<file path="src/hw/sample_fifo.v">
`timescale 1ns/1ps
`default_nettype none

module sample_fifo #(
  parameter WIDTH = 64,
  parameter DEPTH = 16,
  parameter AW    = 4
) (
  input  wire             clk_i,
  input  wire             nrst_i,
  input  wire             in_valid_i,
  output wire             in_ready_o,
  input  wire [WIDTH-1:0] in_data_i,
  output wire             out_valid_o,
  input  wire             out_ready_i,
  output wire [WIDTH-1:0] out_data_o,
  output reg  [AW:0]      level_o
);

  reg [WIDTH-1:0] mem [0:DEPTH-1];
  reg [AW-1:0]    wr_ptr;
  reg [AW-1:0]    rd_ptr;
  wire            push;
  wire            pop;

  assign in_ready_o  = (level_o != DEPTH[AW:0]);
  assign out_valid_o = (level_o != {(AW+1){1'b0}});
  assign push        = in_valid_i & in_ready_o;
  assign pop         = out_valid_o & out_ready_i;
  assign out_data_o  = mem[rd_ptr];

  always @(posedge clk_i)
  begin
    if (push)
    begin
      mem[wr_ptr] <= in_data_i;
    end
  end

  always @(posedge clk_i)
  begin
    if (!nrst_i)
    begin
      wr_ptr  <= {AW{1'b0}};
      rd_ptr  <= {AW{1'b0}};
      level_o <= {(AW+1){1'b0}};
    end
    else
    begin
      // Pointers wrap only for power-of-two depth
      if (push)
        wr_ptr <= wr_ptr + {{(AW-1){1'b0}}, 1'b1};
      if (pop)
        rd_ptr <= rd_ptr + {{(AW-1){1'b0}}, 1'b1};
      if (push && !pop)
        level_o <= level_o + {{AW{1'b0}}, 1'b1};
      else if (pop && !push)
        level_o <= level_o - {{AW{1'b0}}, 1'b1};
    end
  end

endmodule

`default_nettype wire

</file>
<file path="config.mk">
export PLATFORM = sky130hd
export DESIGN_NAME = sample_fifo
export DESIGN_NICKNAME = d
export VERILOG_FILES = /design/src/hw/sample_fifo.v
export SDC_FILE = /design/constraint.sdc
export NUM_CORES = 1
export LEC_CHECK = 0
export ABC_AREA = 1
export BUFFER_PORTS_ARGS = -buffer_cell sky130_fd_sc_hd__buf_2
export CAP_MARGIN = 20
export CORE_AREA = 4 4 405 287
export CTS_BUF_LIST = sky130_fd_sc_hd__clkbuf_16
export CTS_CLUSTER_DIAMETER = 200
export CTS_CLUSTER_SIZE = 16
export DETAILED_ROUTE_END_ITERATION = 8
export DIE_AREA = 0 0 409 291
export PLACE_DENSITY_LB_ADDON = 0.3
export SLEW_MARGIN = 20
export SYNTH_ARGS = -nofsm -noshare
export SYNTH_HDL_FRONTEND = slang
export SYNTH_SLANG_ARGS = --single-unit
</file>
<file path="constraint.sdc">
create_clock -name clk_i -period 7.3 [get_ports clk_i]
set_input_delay 0 -clock clk_i [delete_from_list [all_inputs] [get_ports clk_i]]
set_output_delay 0 -clock clk_i [all_outputs]
set_load 0.005 [all_outputs]
</file>
==> metrics.md <==
| Metric | Value |
|---|---|
| Root Driver | `clkbuf_16` |
| Largest net degree at the start of global routing | `248` |
| Fill cells | `10500` |
| Dpl cells | `5738` |
| Port Buffer Count | `138` |
| Crit path DAT | `3.86 ns` |
| Utilization after layout | `43.9%` |
| Final HPWL DP | `55.6 mm` |
| Initial antenna violation count | `6` |
| Final Setup Violations | `0` |
| CTS tree | `built` |
| Crit path launch type | `flop` |
| Worst-path fanout max | `247` |
| First-pass GRT wire length | `170 mm` |
| RSZ-0062 raised after global routing | `no` |
| Via-per-instance ratio | `4.85` |
| Worst-path clk slew | `0.08 ns` |
| Buffers plus inverters on the worst setup path | `4` |
| HP Class | `input pin to flop` |
| Vias in the first global route | `26900` |
| Die height | `291 um` |
| Adder-cell share of the synthesized area | `0.297%` |
| Starting Density | `39.8%` |
| Leakage | `20.7 nW` |
| Drt wl/cell | `18.9 um` |
| Setup tns final | `0 ns` |
| Reg-to-reg slack, setup | `4.00 ns` |
| H-tree depth | `3` |
| Antenna viol nets, final | `0` |
| Maxcap violations | `0` |
| Die area | `119000 um^2` |
| Clk_lat worst skew | `0.67 ns` |
| Nets | `4442` |
| CTS Buf Count | `75` |
| Min Hold Slack | `0.200 ns` |
| YS warnings | `0` |
| Proportion of synthesized area in mux cells | `0%` |
| Mapped Nets | `4336` |
| DRC | `0` |
| Initial DRC count | `2910` |
| Layout area overhead | `10.2%` |
| Yosys reg bits | `1041` |
| Crit-path cells | `inv_16, buf_4, buf_12, nand2_1, nand2_1, nand2_1, nand3_1, nand3_1, nand2_1, buf_2` |
| CTS Buffer Depth | `3` |
| Status | `finished, final reports clean` |
| Core Rows | `103` |
| Drt pass-1 iters | `5` |
| Share of cells above drive strength 1 | `6.35%` |
| GRT Total Usage | `18.6%` |
| Max transition margin | `25.1%` |
| Pins Over Slew Limit | `0` |
| Crit share post-route | `52.8%` |
| Area share of and/or/nand/nor cells after synthesis | `20.6%` |
| Clock sinks | `1041` |
| Largest family of logic cells by synthesized area | `simple AND/OR/NAND/NOR gates` |
| Least-Margin Pin Slew | `1.12 ns` |
| Post-synth cell types | `19` |
| Post-cts resize count | `0` |
| CP delay by family, top | `buffers and inverters` |
| Crit-path max cell delay | `0.70 ns` |
| Gp weighted congestion | `0.764` |
| IR drop worst, VDD | `0.000267 V` |
| Core box area | `112000 um^2` |
| Post-Syn Instances | `4258` |
| Fmax | `0.259 GHz` |
| Ports | `139` |
| Critical Path Sink Type | `output port` |
| Final hold vios | `0` |
| Final WL | `112 mm` |
| Final Skew | `0.0199 ns` |
| Gr ovfl total | `0` |
| Crit path max-delay cell type | `inv_16` |
| Post-Layout Cell Count | `5905` |
| Fraction of synthesized cell area in xor and xnor cells | `0.0783%` |
| Crit Path Class | `flop to output port` |
| Post-route minimum period | `3.86 ns` |
| Post-synthesis compound-gate area fraction | `0.123%` |
| Critical Path Most Common Cell | `nand2_1` |
| Avg Cell Area, Syn | `10.5 um^2` |
| Via count | `28600` |
| Worst endpoint required time | `7.30 ns` |
| Sequential fraction of the synthesis area | `69.5%` |
| P per Cell Area | `285 nW/um^2` |
| Width of the die | `409 um` |
| Syn Std Cell Area | `44700 um^2` |
[where the power goes]
| part | switching (W) | internal (W) | total [W] |
|---|---|---|---|
| combinational | 0.00228 | 0.000993 | 0.00327 |
| sequential | 0.000134 | 0.00675 | 0.00689 |
| clock | 0.00201 | 0.00187 | 0.00389 |
[cells in the mapped netlist, drive strengths merged]
master,number,area [um^2]
a21oi,5,25.0
edfxtp,1024,30700
dfxtp,17,340
or2,1,6.26
nand3,778,3890
clkbuf,22,82.6
xor2,4,35.0
nand2,1373,5150
o21ai,6,30.0
fa,1,20.0
nor2,41,154
buf,189,1150
ha,9,113
inv,788,2960
[placed cells by master (no fill, tap or decap), drive strengths merged]
| cell type | count |
|---|---|
| nand2 | 1373 |
| edfxtp | 1024 |
| inv | 803 |
| nand3 | 778 |
| buf | 171 |
| clkbuf | 76 |
| dlygate4sd3 | 69 |
| nor2 | 41 |
| dfxtp | 17 |
| ha | 9 |
| o21ai | 6 |
| a21oi | 5 |
| diode | 4 |
| xor2 | 4 |
| or2 | 1 |
| fa | 1 |
| clkinv | 1 |
[routing by layer]
layer  track usage, %  part of all wire, %
met1             28.4                   47
met2             27.9                   44
met3             3.16                  7.3
met4             3.46                  1.5
met5                0                0.071
[path summary, 6_finish.rpt]
path,from,to,cells past startpoint
worst max-delay path,flop,out_data_o[24],10
worst min-delay path,in_valid_i,wr_ptr[2],4
worst max register to register,level_o[0],mem[15][53],7
worst min register to register,rd_ptr[1],flop,2
[tightest hold or removal path, stage by stage]
cell,delay [ns]
dlygate4sd3_1,0.53
buf_2,0.15
nand3_1,0.08
a21oi_1,0.06
[layout make-up]
cell class,count,area (um^2),area share [%]
Timing Repair Buffer,240,1710,3.46
Clock buffer,76,1900,3.86
Tap cell,1522,1900,3.86
Inverter,788,2990,6.07
Clock inverter,16,116,0.236
Sequential cell,1041,31100,63.1
Multi-Input combinational cell,2218,9550,19.4
Antenna cell,4,10.0,0.0203
[state kept, by name, indices dropped and copies added (netlist names), named ones only]
register / count
rd_ptr: 4
level_o: 5
wr_ptr: 4
mem: 1024
[logic make-up (layout without fill, tap and decap cells)]
family	after synthesis	count (layout)
flip-flops	1041	1041
other	0	4
AND/OR/NAND/NOR	2193	2193
AO/OA/AOI/OAI	11	11
buffers and inverters	999	1120
XOR/XNOR	4	4
adder cells (fa/ha/maj)	10	10
[what timing repair did]
item                      in CTS  in global routing
setup buffers                  0                  0
hold buffers                  69                  0
hold endpoints to repair    1041                  0
[through the flow]
stage	setup WS [ns]	total power [W]	area, um^2
after global routing	3.18	0.0148	49300
after CTS	3.33	0.0142	49200
after floorplan	3.12	0.00922	44700
after global placement	3.98	0.0103	46500
final	3.44	0.0140	49300
after detailed placement	3.91	0.0103	46500
Power figures use the tool's default switching activity.
